File: src/include/uls_pkg.sv
// Functional notes
// - single-byte mode: holding-empty sets when the character moves to the shifter
// - FIFO mode: holding-empty set while transmit FIFO empty; reads 1 after reset
// - single-byte mode: holding-empty clears on the CPU write of the holding register
// - FIFO mode: holding-empty clears once one or more bytes are written
// - break indicator is status bit 4, reset value 0
// - break set when input stays low longer than one whole frame
// - break cleared by status read or by loading the next valid character
// - FIFO mode: break stored with its character, shown when it reaches the head
// - a break loads exactly one all-zero character, however long it lasts
// - after a break, reception resumes only after a high level then a start bit
// - framing error indicator is status bit 3, reset value 0
// - framing error set when the first stop bit samples low
// - break or framing error at the head raises the line status interrupt if enabled
// - holding-empty is status bit 5 and interrupts when set and enabled
package uls_pkg;

    // register byte offsets
    localparam logic [7:0] OFS_STAT = 8'h00;
    localparam logic [7:0] OFS_CTRL = 8'h04;
    localparam logic [7:0] OFS_TX   = 8'h08;
    localparam logic [7:0] OFS_RX   = 8'h0C;
    localparam logic [7:0] OFS_IST  = 8'h10;
    localparam logic [7:0] OFS_IMSK = 8'h14;

    // field positions
    localparam int STAT_FRM_BIT  = 3;
    localparam int STAT_BRK_BIT  = 4;
    localparam int STAT_HOLD_BIT = 5;
    localparam int CTRL_FIFO     = 0;
    localparam int IRQ_RLS       = 0;
    localparam int IRQ_HOLD      = 1;

    // reset values and frame shape
    localparam logic [7:0] STAT_RESET = 8'h20;
    localparam logic       CTRL_RESET = 1'b0;
    localparam int         FRAME_BITS = 10;

    // receiver states
    typedef enum logic [2:0] {
        RX_IDLE  = 3'b000,
        RX_START = 3'b001,
        RX_DATA  = 3'b010,
        RX_STOP  = 3'b011,
        RX_HOLD  = 3'b100,
        RX_MARK  = 3'b101
    } uls_rx_state_type;

    // one receive FIFO entry: error bits plus data
    typedef struct packed {
        logic       brk;
        logic       frm;
        logic [7:0] data;
    } uls_rx_entry_type;

    // classic wishbone request and response
    typedef struct packed {
        logic        cyc;
        logic        stb;
        logic        we;
        logic [7:0]  adr;
        logic [3:0]  sel;
        logic [31:0] dat;
    } uls_wb_req_type;

    typedef struct packed {
        logic        ack;
        logic [31:0] dat;
    } uls_wb_rsp_type;

endpackage

File: src/rtl/uls_top.sv
`timescale 1ns/1ps
module uls_top #(
    parameter int RX_DEPTH     = 16,
    parameter int TX_DEPTH     = 16,
    parameter int CLKS_PER_BIT = 16
) (
    // clock and reset
    input  wire logic                    clk_i,
    input  wire logic                    rst_i,
    // wishbone slave
    input  wire uls_pkg::uls_wb_req_type wb_req_i,
    output uls_pkg::uls_wb_rsp_type      wb_rsp_o,
    // serial line
    input  wire logic                    serial_input_i,
    // transmit shift register side
    input  wire logic                    tx_take_i,
    output logic                         tx_valid_o,
    output logic [7:0]                   tx_data_o,
    // interrupt
    output logic                         irq_o
);

    localparam int RAW = $clog2(RX_DEPTH);
    localparam int TAW = $clog2(TX_DEPTH);
    localparam logic [RAW:0] RX_LIM     = (RAW+1)'(RX_DEPTH);
    localparam logic [TAW:0] TX_LIM     = (TAW+1)'(TX_DEPTH);
    localparam logic [15:0]  BIT_END    = 16'(CLKS_PER_BIT - 1);
    localparam logic [15:0]  MID_END    = 16'(CLKS_PER_BIT / 2 - 1);
    localparam logic [15:0]  FRAME_CLKS = 16'(CLKS_PER_BIT * uls_pkg::FRAME_BITS);

    // parameter sanity
    if (RX_DEPTH < 2 || (1 << RAW) != RX_DEPTH || TX_DEPTH < 2 || (1 << TAW) != TX_DEPTH ||
        CLKS_PER_BIT < 4 || CLKS_PER_BIT > 4096) begin : g_bad
        $error("uls_top: depths must be powers of two, bit time 4..4096 clocks");
    end

    typedef struct packed {
        uls_pkg::uls_rx_state_type                   rx_state;
        logic                                        line_meta;
        logic                                        line_sync;
        logic [15:0]                                 bit_cnt;
        logic [2:0]                                  bit_idx;
        logic [7:0]                                  shift;
        logic [15:0]                                 low_cnt;
        uls_pkg::uls_rx_entry_type [RX_DEPTH-1:0]    rx_mem;
        logic [RAW-1:0]                              rx_rd;
        logic [RAW-1:0]                              rx_wr;
        logic [RAW:0]                                rx_cnt;
        logic [TX_DEPTH-1:0][7:0]                    tx_mem;
        logic [TAW-1:0]                              tx_rd;
        logic [TAW-1:0]                              tx_wr;
        logic [TAW:0]                                tx_cnt;
        logic                                        hold_empty;
        logic                                        brk;
        logic                                        frm;
        logic                                        fifo_en;
        logic [1:0]                                  irq_st;
        logic [1:0]                                  irq_mask;
        logic                                        ack;
        logic [31:0]                                 dat;
    } uls_state_type;

    uls_state_type             st_reg;
    uls_state_type             st_next;
    logic                      s;
    logic                      acc;
    logic                      wr;
    logic                      rd;
    logic [7:0]                stat;
    logic                      tx_push;
    logic                      tx_take;
    logic                      tx_ok;
    logic                      rx_pop;
    logic                      rx_push;
    logic                      rx_ok;
    logic                      head_load;
    logic                      stat_rd;
    logic [RAW:0]              rx_lim;
    logic [TAW:0]              tx_lim;
    uls_pkg::uls_rx_entry_type push_ent;
    uls_pkg::uls_rx_entry_type head_ent;
    logic [1:0]                irq_ev;

    // next-state logic
    always_comb begin
        st_next  = st_reg;
        s        = st_reg.line_sync;
        acc      = wb_req_i.cyc && wb_req_i.stb && !st_reg.ack;
        wr       = acc && wb_req_i.we;
        rd       = acc && !wb_req_i.we;
        rx_push  = 1'b0;
        push_ent = '0;
        irq_ev   = 2'h0;
        stat     = 8'h00;
        stat[uls_pkg::STAT_HOLD_BIT] = st_reg.hold_empty;
        stat[uls_pkg::STAT_BRK_BIT]  = st_reg.brk;
        stat[uls_pkg::STAT_FRM_BIT]  = st_reg.frm;
        stat_rd = rd && wb_req_i.adr == uls_pkg::OFS_STAT;
        tx_push = wr && wb_req_i.adr == uls_pkg::OFS_TX && wb_req_i.sel[0];
        rx_pop  = rd && wb_req_i.adr == uls_pkg::OFS_RX && st_reg.rx_cnt != '0;

        // bus answer, one cycle after the request is seen
        st_next.ack = acc;
        st_next.dat = 32'h0000_0000;
        if (stat_rd) begin
            st_next.dat = {24'h00_0000, stat};
        end else if (rd && wb_req_i.adr == uls_pkg::OFS_CTRL) begin
            st_next.dat = {31'h0000_0000, st_reg.fifo_en};
        end else if (rd && wb_req_i.adr == uls_pkg::OFS_RX) begin
            st_next.dat = {24'h00_0000, st_reg.rx_mem[st_reg.rx_rd].data};
        end else if (rd && wb_req_i.adr == uls_pkg::OFS_IST) begin
            st_next.dat = {30'h0000_0000, st_reg.irq_st};
        end else if (rd && wb_req_i.adr == uls_pkg::OFS_IMSK) begin
            st_next.dat = {30'h0000_0000, st_reg.irq_mask};
        end

        // input synchroniser and low-time counter
        st_next.line_meta = serial_input_i;
        st_next.line_sync = st_reg.line_meta;
        if (s) begin
            st_next.low_cnt = 16'h0000;
        end else if (st_reg.low_cnt != FRAME_CLKS) begin
            st_next.low_cnt = st_reg.low_cnt + 16'h0001;
        end

        // receiver
        st_next.bit_cnt = st_reg.bit_cnt + 16'h0001;
        case (st_reg.rx_state)
            uls_pkg::RX_IDLE: begin
                st_next.bit_cnt = 16'h0000;
                if (!s) begin
                    st_next.rx_state = uls_pkg::RX_START;
                end
            end
            uls_pkg::RX_START: begin
                if (st_reg.bit_cnt == MID_END) begin
                    st_next.bit_cnt  = 16'h0000;
                    st_next.bit_idx  = 3'h0;
                    st_next.rx_state = s ? uls_pkg::RX_IDLE : uls_pkg::RX_DATA;
                end
            end
            uls_pkg::RX_DATA: begin
                if (st_reg.bit_cnt == BIT_END) begin
                    st_next.bit_cnt = 16'h0000;
                    st_next.shift   = {s, st_reg.shift[7:1]};
                    st_next.bit_idx = st_reg.bit_idx + 3'h1;
                    if (st_reg.bit_idx == 3'h7) begin
                        st_next.rx_state = uls_pkg::RX_STOP;
                    end
                end
            end
            uls_pkg::RX_STOP: begin
                if (st_reg.bit_cnt == BIT_END) begin
                    st_next.rx_state = uls_pkg::RX_IDLE;
                    if (s) begin
                        rx_push       = 1'b1;
                        push_ent.data = st_reg.shift;
                    end else if (st_reg.shift != 8'h00) begin
                        rx_push       = 1'b1;
                        push_ent.frm  = 1'b1;
                        push_ent.data = st_reg.shift;
                    end else begin
                        st_next.rx_state = uls_pkg::RX_HOLD; // maybe a break
                    end
                end
            end
            uls_pkg::RX_HOLD: begin
                if (s) begin
                    rx_push          = 1'b1;
                    push_ent.frm     = 1'b1;
                    st_next.rx_state = uls_pkg::RX_IDLE;
                end else if (st_reg.low_cnt == FRAME_CLKS) begin
                    rx_push          = 1'b1;
                    push_ent.brk     = 1'b1;
                    st_next.rx_state = uls_pkg::RX_MARK;
                end
            end
            uls_pkg::RX_MARK: begin
                if (s) begin
                    st_next.rx_state = uls_pkg::RX_IDLE;
                end
            end
            default: begin
                st_next.rx_state = uls_pkg::RX_IDLE;
            end
        endcase

        // receive FIFO, depth one in single-byte mode
        rx_lim = st_reg.fifo_en ? RX_LIM : (RAW+1)'(1);
        rx_ok  = rx_push && (st_reg.rx_cnt < rx_lim || rx_pop);
        if (rx_pop) begin
            st_next.rx_rd = st_reg.rx_rd + 1'b1;
        end
        if (rx_ok) begin
            st_next.rx_mem[st_reg.rx_wr] = push_ent;
            st_next.rx_wr = st_reg.rx_wr + 1'b1;
        end
        st_next.rx_cnt = st_reg.rx_cnt + (RAW+1)'(rx_ok) - (RAW+1)'(rx_pop);

        // status follows the entry at the head
        head_load = (rx_pop && (st_reg.rx_cnt > (RAW+1)'(1) || rx_ok)) ||
                    (st_reg.rx_cnt == '0 && rx_ok);
        head_ent  = (rx_pop && st_reg.rx_cnt > (RAW+1)'(1)) ?
                    st_reg.rx_mem[st_reg.rx_rd + 1'b1] : push_ent;
        if (head_load) begin
            st_next.brk = head_ent.brk;
            st_next.frm = head_ent.frm;
            irq_ev[uls_pkg::IRQ_RLS] = head_ent.brk || head_ent.frm;
        end else if (stat_rd) begin
            st_next.brk = 1'b0;
            st_next.frm = 1'b0;
        end

        // transmit holding register or FIFO
        tx_lim  = st_reg.fifo_en ? TX_LIM : (TAW+1)'(1);
        tx_take = tx_take_i && st_reg.tx_cnt != '0;
        tx_ok   = tx_push && (st_reg.tx_cnt < tx_lim || tx_take);
        if (tx_take) begin
            st_next.tx_rd = st_reg.tx_rd + 1'b1;
        end
        if (tx_ok) begin
            st_next.tx_mem[st_reg.tx_wr] = wb_req_i.dat[7:0];
            st_next.tx_wr = st_reg.tx_wr + 1'b1;
        end
        st_next.tx_cnt = st_reg.tx_cnt + (TAW+1)'(tx_ok) - (TAW+1)'(tx_take);
        if (tx_ok) begin
            st_next.hold_empty = 1'b0;
        end else if (st_reg.fifo_en ? st_next.tx_cnt == '0 : tx_take) begin
            st_next.hold_empty = 1'b1;
        end

        // mode change flushes both queues
        if (wr && wb_req_i.adr == uls_pkg::OFS_CTRL && wb_req_i.sel[0]) begin
            st_next.fifo_en = wb_req_i.dat[uls_pkg::CTRL_FIFO];
            if (wb_req_i.dat[uls_pkg::CTRL_FIFO] != st_reg.fifo_en) begin
                st_next.rx_rd  = '0;
                st_next.rx_wr  = '0;
                st_next.rx_cnt = '0;
                st_next.tx_rd  = '0;
                st_next.tx_wr  = '0;
                st_next.tx_cnt = '0;
                st_next.hold_empty = 1'b1;
            end
        end

        // sticky interrupt status, write one to clear, set wins
        irq_ev[uls_pkg::IRQ_HOLD] = st_next.hold_empty && !st_reg.hold_empty;
        if (wr && wb_req_i.adr == uls_pkg::OFS_IST && wb_req_i.sel[0]) begin
            st_next.irq_st = st_reg.irq_st & ~wb_req_i.dat[1:0];
        end
        st_next.irq_st = st_next.irq_st | irq_ev;
        if (wr && wb_req_i.adr == uls_pkg::OFS_IMSK && wb_req_i.sel[0]) begin
            st_next.irq_mask = wb_req_i.dat[1:0];
        end
    end

    // state register
    always_ff @(posedge clk_i) begin
        if (rst_i) begin
            st_reg          <= '0;
            st_reg.hold_empty <= uls_pkg::STAT_RESET[uls_pkg::STAT_HOLD_BIT];
            st_reg.fifo_en    <= uls_pkg::CTRL_RESET;
            st_reg.line_meta  <= 1'b1;
            st_reg.line_sync  <= 1'b1;
        end else begin
            st_reg <= st_next;
        end
    end

    // outputs
    assign wb_rsp_o.ack = st_reg.ack;
    assign wb_rsp_o.dat = st_reg.dat;
    assign tx_valid_o   = st_reg.tx_cnt != '0;
    assign tx_data_o    = st_reg.tx_mem[st_reg.tx_rd];
    assign irq_o        = |(st_reg.irq_st & st_reg.irq_mask);
endmodule

File: config.mk
export PLATFORM = sky130hd
export DESIGN_NAME = uls_top
export DESIGN_NICKNAME = d
export VERILOG_FILES = /design/src/include/uls_pkg.sv /design/src/rtl/uls_top.sv
export SDC_FILE = /design/constraint.sdc
export NUM_CORES = 1
export LEC_CHECK = 0
export BUFFER_PORTS_ARGS = -buffer_cell sky130_fd_sc_hd__buf_2
export CORE_ASPECT_RATIO = 0.75
export CORE_UTILIZATION = 50
export CTS_CLUSTER_SIZE = 25
export DETAILED_ROUTE_END_ITERATION = 8
export PLACE_DENSITY = 0.72
export SLEW_MARGIN = 20
export SYNTH_ARGS = -nofsm -noshare
export SYNTH_HDL_FRONTEND = slang
export SYNTH_SLANG_ARGS = --single-unit
File: constraint.sdc
create_clock -name clk_i -period 4.1 [get_ports clk_i]
set_clock_uncertainty 0.05 [all_clocks]
set_input_delay 0.205 -clock clk_i [delete_from_list [all_inputs] [get_ports clk_i]]
set_output_delay 0.205 -clock clk_i [all_outputs]
set_load 0.01 [all_outputs]
# Word-level counts from Yosys, hierarchy flattened
# Cells that the tools add are included.
[op_classes] n_addsub=11 magnitude_cmp=10 n_eq_ne=23 n_mux=65 bitwise_logic=4 reduce_logical=52
[op_table] op="160-bit bitwise mux" n=1
[op_table] op="128-bit bitwise mux" n=1
[op_table] op="10-bit binary-select mux with 4-bit select" n=2
[op_table] op="8-bit two-way mux" n=6
[op_table] op="16-bit case mux with 3 select lines" n=1
[op_table] op="10-bit demux with 4-bit select" n=1
[op_table] op="16-bit by 1-bit adder with 16-bit output (second input constant)" n=2
[op_table] op="8-bit binary-select mux with 4-bit select" n=1
[op_table] op="8-bit demux with 4-bit select" n=1
[op_table] op="10-bit two-way mux" n=3
[op_table] op="3-bit two-way mux" n=10
[op_table] op="14-bit two-way mux" n=2
[op_table] op="1-bit logical AND" n=27
[op_table] op="27-bit two-way mux" n=1
[op_table] op="13-bit two-way mux" n=2
[op_table] op="4-bit by 5-bit < comparator with 1-bit output (second input constant)" n=5
[op_table] op="19-bit two-way mux" n=1
[op_table] op="9-bit two-way mux" n=2
[op_table] op="3-bit case mux with 6 select lines" n=1
[op_table] op="4-bit by 1-bit adder with 4-bit output (second input constant)" n=4
[op_table] op="16-bit by 3-bit == test with 1-bit output (second input constant)" n=1
[op_table] op="16-bit by 4-bit == test with 1-bit output (second input constant)" n=1
[op_table] op="16-bit by 8-bit == test with 1-bit output (second input constant)" n=1
[op_table] op="8-bit by 4-bit == test with 1-bit output (second input constant)" n=2
[op_table] op="39 further kinds" n=86
[totals] register_bits=403 input_bits=51 output_inout_bits=43 word_cells=253

# Longest topological paths before layout
[depth] depth_word=16 mapped_depth=18 mapped_depth_nobuf=17

# Worst setup path after synthesis
# No wires, ideal clock.
[synth_path] path_type="flip-flop to flip-flop" start="reg st_reg[43] (netlist bit)" end="reg st_reg[36] (netlist bit)" setup_time_ns=0.131 arrival_time_ns=3.347 required_time_ns=3.919 slack_ns=0.572 path_stages_with_launch=18 path_buffers=1 period_less_slack_ns=3.528 cell_sequence="dfxtp_1 -> inv_1 -> ha_1 -> or4b_2 -> nand2_1 -> o21ai_1 -> buf_2 -> nand4_1 -> ha_1 -> inv_1 -> ha_1 -> inv_1 -> fa_1 -> xnor2_1 -> and4_1 -> a311o_1 -> nand2_1 -> a211oi_1"
[synth_between] elab_chain_cells=14 elab_cells_between_ends=15 classes_between="add/sub (2); order compare (1); mux (5); bitwise (1); reduce/logical (6)"
[synth_lines] element="from (decl)" line_no="uls_top.sv:63" source="uls_state_type st_reg;"
[synth_lines] element="from (signal assigned)" line_no="uls_top.sv:266" source="st_reg <= st_next;"
[synth_lines] element="5-bit nonzero test (*)"
[synth_lines] element="via tx_valid_o" line_no="uls_top.sv:17" source="output logic tx_valid_o,"
[synth_lines] element="1-bit logical AND (*)" line_no="uls_top.sv:216" source="tx_take = tx_take_i && st_reg.tx_cnt != '0;"
[synth_lines] element="1-bit logical OR" line_no="uls_top.sv:217" source="tx_ok = tx_push && (st_reg.tx_cnt < tx_lim || tx_take);"
[synth_lines] element="1-bit logical AND" line_no="uls_top.sv:217"
[synth_lines] element="5-bit by 1-bit adder with 5-bit output" line_no="uls_top.sv:225" source="st_next.tx_cnt = st_reg.tx_cnt + (TAW+1)'(tx_ok) - (TAW+1)'(tx_take);"
[synth_lines] element="5-bit by 1-bit subtractor with 5-bit output" line_no="uls_top.sv:225"
[synth_lines] element="5-bit zero test" line_no="uls_top.sv:228" source="end else if (st_reg.fifo_en ? st_next.tx_cnt == '0 : tx_take) begin"
[synth_lines] element="1-bit two-way mux (2 in a row)" line_no="uls_top.sv:228"
[synth_lines] element="1-bit two-way mux (*)" line_no="uls_top.sv:226" source="if (tx_ok) begin"
[synth_lines] element="14-bit two-way mux" line_no="uls_top.sv:235" source="if (wb_req_i.dat[uls_pkg::CTRL_FIFO] != st_reg.fifo_en) begin"
[synth_lines] element="14-bit two-way mux (*)" line_no="uls_top.sv:233" source="if (wr && wb_req_i.adr == uls_pkg::OFS_CTRL && wb_req_i.sel[0]) begin"
[synth_lines] element="1-bit logical AND (*)" line_no="uls_top.sv:247" source="irq_ev[uls_pkg::IRQ_HOLD] = st_next.hold_empty && !st_reg.hold_empty;"
[synth_lines] element="2-bit OR (*)" line_no="uls_top.sv:251" source="st_next.irq_st = st_next.irq_st | irq_ev;"
# Mark *: on every way through the listed nets, which the timed path passes. The rest lies on a longest branch.
# A chain may end at the register's enable or synchronous reset.

# Final worst setup path
[layout_path] start="reg st_reg[43] (netlist bit)" end="reg st_reg[36] (netlist bit)"
[layout_between] elab_chain_cells=14 elab_cells_between_ends=15 classes_between="add/sub (2); order compare (1); mux (5); bitwise (1); reduce/logical (6)"
[layout_lines] element="parallel branches: the longest is 9 deep, another holds 5-bit < comparator"
[layout_lines] element="1-bit two-way mux (*)" line_no="uls_top.sv:226"
[layout_lines] element="14-bit two-way mux" line_no="uls_top.sv:235"
[layout_lines] element="14-bit two-way mux (*)" line_no="uls_top.sv:233"
[layout_lines] element="1-bit logical AND (*)" line_no="uls_top.sv:247"
[layout_lines] element="2-bit OR (*)" line_no="uls_top.sv:251"
# Mark *: on every way between the ends.

==> impl_metrics.toml <==
[die]
start_util_pct = 50.9
core_area_um2 = 34800
io_pins = 94
dieHeight_um = 165
dieArea_um2 = 36100
die_width_um = 219
rows = 59

[logic_synthesis]
ys_seq_elements = 379
syn_inst = 1666
ys_async_sr_fraction_pct = 0
ys.flop_type = "dfxtp_1"
synth_warnings = 0
synth.distinct_cells = 69
avgSynthCellArea_um2 = 10.6
netlist_area_um2 = 17700
synth_edf_count = 0
synth-seq-area-share_pct = 42.9

[clock_tree]
clk_pin_slew_worst_paths_ns = 0.06
tritoncts = "yes"
clkLatencyLatePin_ns = 0.53
clock_path_buffers = 3
clkSinkCount = 379
h-tree-depth = 2
cts_buffers = 38
cts-root-buf = "clkbuf_16"

[worst_setup_path]
crit_slowest_cell = "or4b_2"
ff2ff_path_depth = 16
rr_startpoint = "st_reg[43]$_SDFF_PP0_"
cp-startpoint = "st_reg[43]$_SDFF_PP0_"
rr_endpoint = "st_reg[36]$_SDFF_PP0_"
cpPeakStageDelay_ns = 0.59
worstPathRequired_ns = 4.49
worst_ep_arrival_time_ns = 3.95
worst-setup-path-type = "register to register"
cp_cell_sequence = "inv_1 -> ha_1 -> or4b_2 -> nand2_1 -> inv_1 -> ha_1 -> inv_1 -> ha_1 -> inv_1 -> fa_1 -> o21bai_1 -> a21oi_1 -> xnor2_1 -> a311o_1 -> nand2_1 -> a211oi_1"
endpoint = "st_reg[36]$_SDFF_PP0_"
worst_path_most_repeated_cell = "inv_1"
cp_max_fo = 5
crit_path_end_kind = "register"
start_kind = "register"
r2r_slack_ns = 0.54

[pwr]
p_leak_nw = 9.18
ir_drop_uv = 284
power.density_nw_per_um2 = 408

[grt]
grt_pass1_vias = 11500
grt_start_max_net_pins = 93
track_usage_pct = 22.3
grt_pass1_wl_um = 63700
antenna_found_initial = 1
grt-ovfl-total = 0

[finish]
drive_gt1_share_pct = 15.8
fillCellCount = 2937
antenna_cells = 0
multi_input_comb_area_um2 = 9240
area.growth.synth_to_final_pct = 8.59
nNetsFinal = 1736
mostFrequentLayoutCell = "dfxtp_1"
final_cell_mix = "dfxtp_1 (377), nor2_1 (376), mux2i_1 (306)"
largest_reg_flops = 368
final_area_um2 = 19200
layout.area.seq_um2 = 7590

[drt]
viasPerCell = 5.66
vias = 12100
drt_wl_total_um = 39700
drc_errors = 0
drtIter0Drc = 1093
wl_per_cell_um = 18.6
antenna_left = 0
first_pass_iters = 5

[timing]
worst_pin_slew_ns = 1.08
setup_viol = 0
fin_crit_ns = 3.56
hold_violations = 0
drv_slew = 0
post-route-period-util_pct = 86.8
fin_hold_ws_ns = 0.0135
maxSlewHeadroom_pct = 27.9
finalSetupTns_ns = 0
max_freq_ghz = 0.281
rsz0062_at_grt = "no"

[placement]
place_area_um2 = 18000
portBuffers = 42
gp_congestion = 0.796
dpl.hpwl_um = 26400

[hold_path]
hp-class = "primary input to register"

[run_status]
status = "completed"

[run]
cap_violations = 0
==> what timing repair did <==
action	4_1_cts	5_1_grt
gates resized for setup	0	0
setup buffers	0	0
hold buffers	3	0
hold endpoints to repair	2	0
==> routing by layer <==
metal	track usage [%]	wire [µm]
met1	33.9	19300
met2	33.6	17700
met3	2.82	2190
met4	5.02	548
met5	0	0
==> cells in the mapped netlist (3+ instances only) <==
| library cell | count | area share, % |
|---|---|---|
| a22oi_1 | 5 | 0.21 |
| nand4_2 | 18 | 1.3 |
| nor3b_1 | 5 | 0.21 |
| nand2_1 | 31 | 0.66 |
| nand3_1 | 20 | 0.57 |
| and4_1 | 4 | 0.20 |
| mux4_2 | 88 | 11 |
| ha_1 | 35 | 2.5 |
| xor2_1 | 28 | 1.4 |
| buf_6 | 10 | 0.64 |
| and2_1 | 13 | 0.46 |
| inv_1 | 31 | 0.66 |
| o2111ai_1 | 9 | 0.45 |
| o21ai_0 | 19 | 0.54 |
| o2111ai_2 | 8 | 0.68 |
| nor4_1 | 4 | 0.14 |
| nor3_1 | 8 | 0.23 |
| or2_2 | 4 | 0.14 |
| nor2_1 | 376 | 8.0 |
| nor2b_1 | 11 | 0.39 |
| and3_1 | 7 | 0.25 |
| o21bai_1 | 3 | 0.13 |
| nor4_4 | 3 | 0.36 |
| nand4_1 | 10 | 0.35 |
| dfxtp_1 | 379 | 43 |
| clkbuf_1 | 70 | 1.5 |
| buf_4 | 38 | 1.6 |
| buf_2 | 30 | 0.85 |
| nand3b_1 | 3 | 0.13 |
| a31oi_1 | 5 | 0.18 |
| mux2i_1 | 306 | 17 |
| xnor2_1 | 18 | 0.89 |
| a21boi_0 | 3 | 0.13 |
| buf_1 | 3 | 0.064 |
| a21oi_1 | 18 | 0.51 |
| or3_1 | 6 | 0.21 |
==> report_power, final <==
| part | total [mW] | switching (mW) | internal, mW |
|---|---|---|---|
| registers | 3.74 | 0.0263 | 3.71 |
| clock network | 3.41 | 1.44 | 1.98 |
| logic | 0.683 | 0.436 | 0.246 |
==> critical path: cells and delay by family, from the launching register on <==
family	cells	cell delay [ns]
buf+inv	4	0.36
flops	1	0.31
simple gates	3	0.85
fa+ha+maj	4	1.02
xor+xnor	1	0.20
compound gates	4	0.68
==> metrics by stage <==
| stage | utilization [%] | cells | setup WS (ns) | power, mW |
|---|---|---|---|---|
| final | 55.2 | 2132 | 0.541 | 7.84 |
| after detailed placement | 51.7 | 2062 | 0.579 | 4.51 |
| after CTS | 55.2 | 2132 | 0.548 | 7.91 |
| after floorplan | - | 1689 | 0.572 | 4.36 |
| after global placement | 51.7 | 2062 | 0.628 | 4.49 |
| after global routing | 55.2 | 2132 | 0.290 | 8.15 |
==> kinds of logic after synthesis <==
| kind of cell | share of synthesized area [%] |
|---|---|
| compound gates | 3.90 |
| xor+xnor | 2.28 |
| fa+ha+maj | 2.70 |
| buf+inv | 5.43 |
| flops | 42.9 |
| mux | 28.6 |
| other cells | 0.0212 |
| simple gates | 14.2 |
==> worst min-delay path by stage <==
stage	cells after the start	end	start	slack (ns)
3_5_place_dp	2	st_next[398]$_SDFF_PP1_	serial_input_i	0.35
4_1_cts	3	wb_rsp_o[1]$_SDFF_PP0_	wb_req_i[40]	0.007
2_1_floorplan	1	st_next[398]$_SDFF_PP1_	serial_input_i	0.26
3_3_place_gp	2	st_next[398]$_SDFF_PP1_	serial_input_i	0.35
5_1_grt	3	wb_rsp_o[1]$_SDFF_PP0_	wb_req_i[40]	0.03
6_report	3	wb_rsp_o[1]$_SDFF_PP0_	wb_req_i[40]	0.01
==> final cells by class <==
class / instances / area share, %
Timing Repair Buffer: 73 / 2.46
Tap cell: 457 / 2.98
Sequential cell: 379 / 39.5
Inverter: 31 / 0.606
Clock buffer: 58 / 5.92
Clock inverter: 9 / 0.417
Multi-Input combinational cell: 1125 / 48.1
Power figures use the tool's default switching activity.
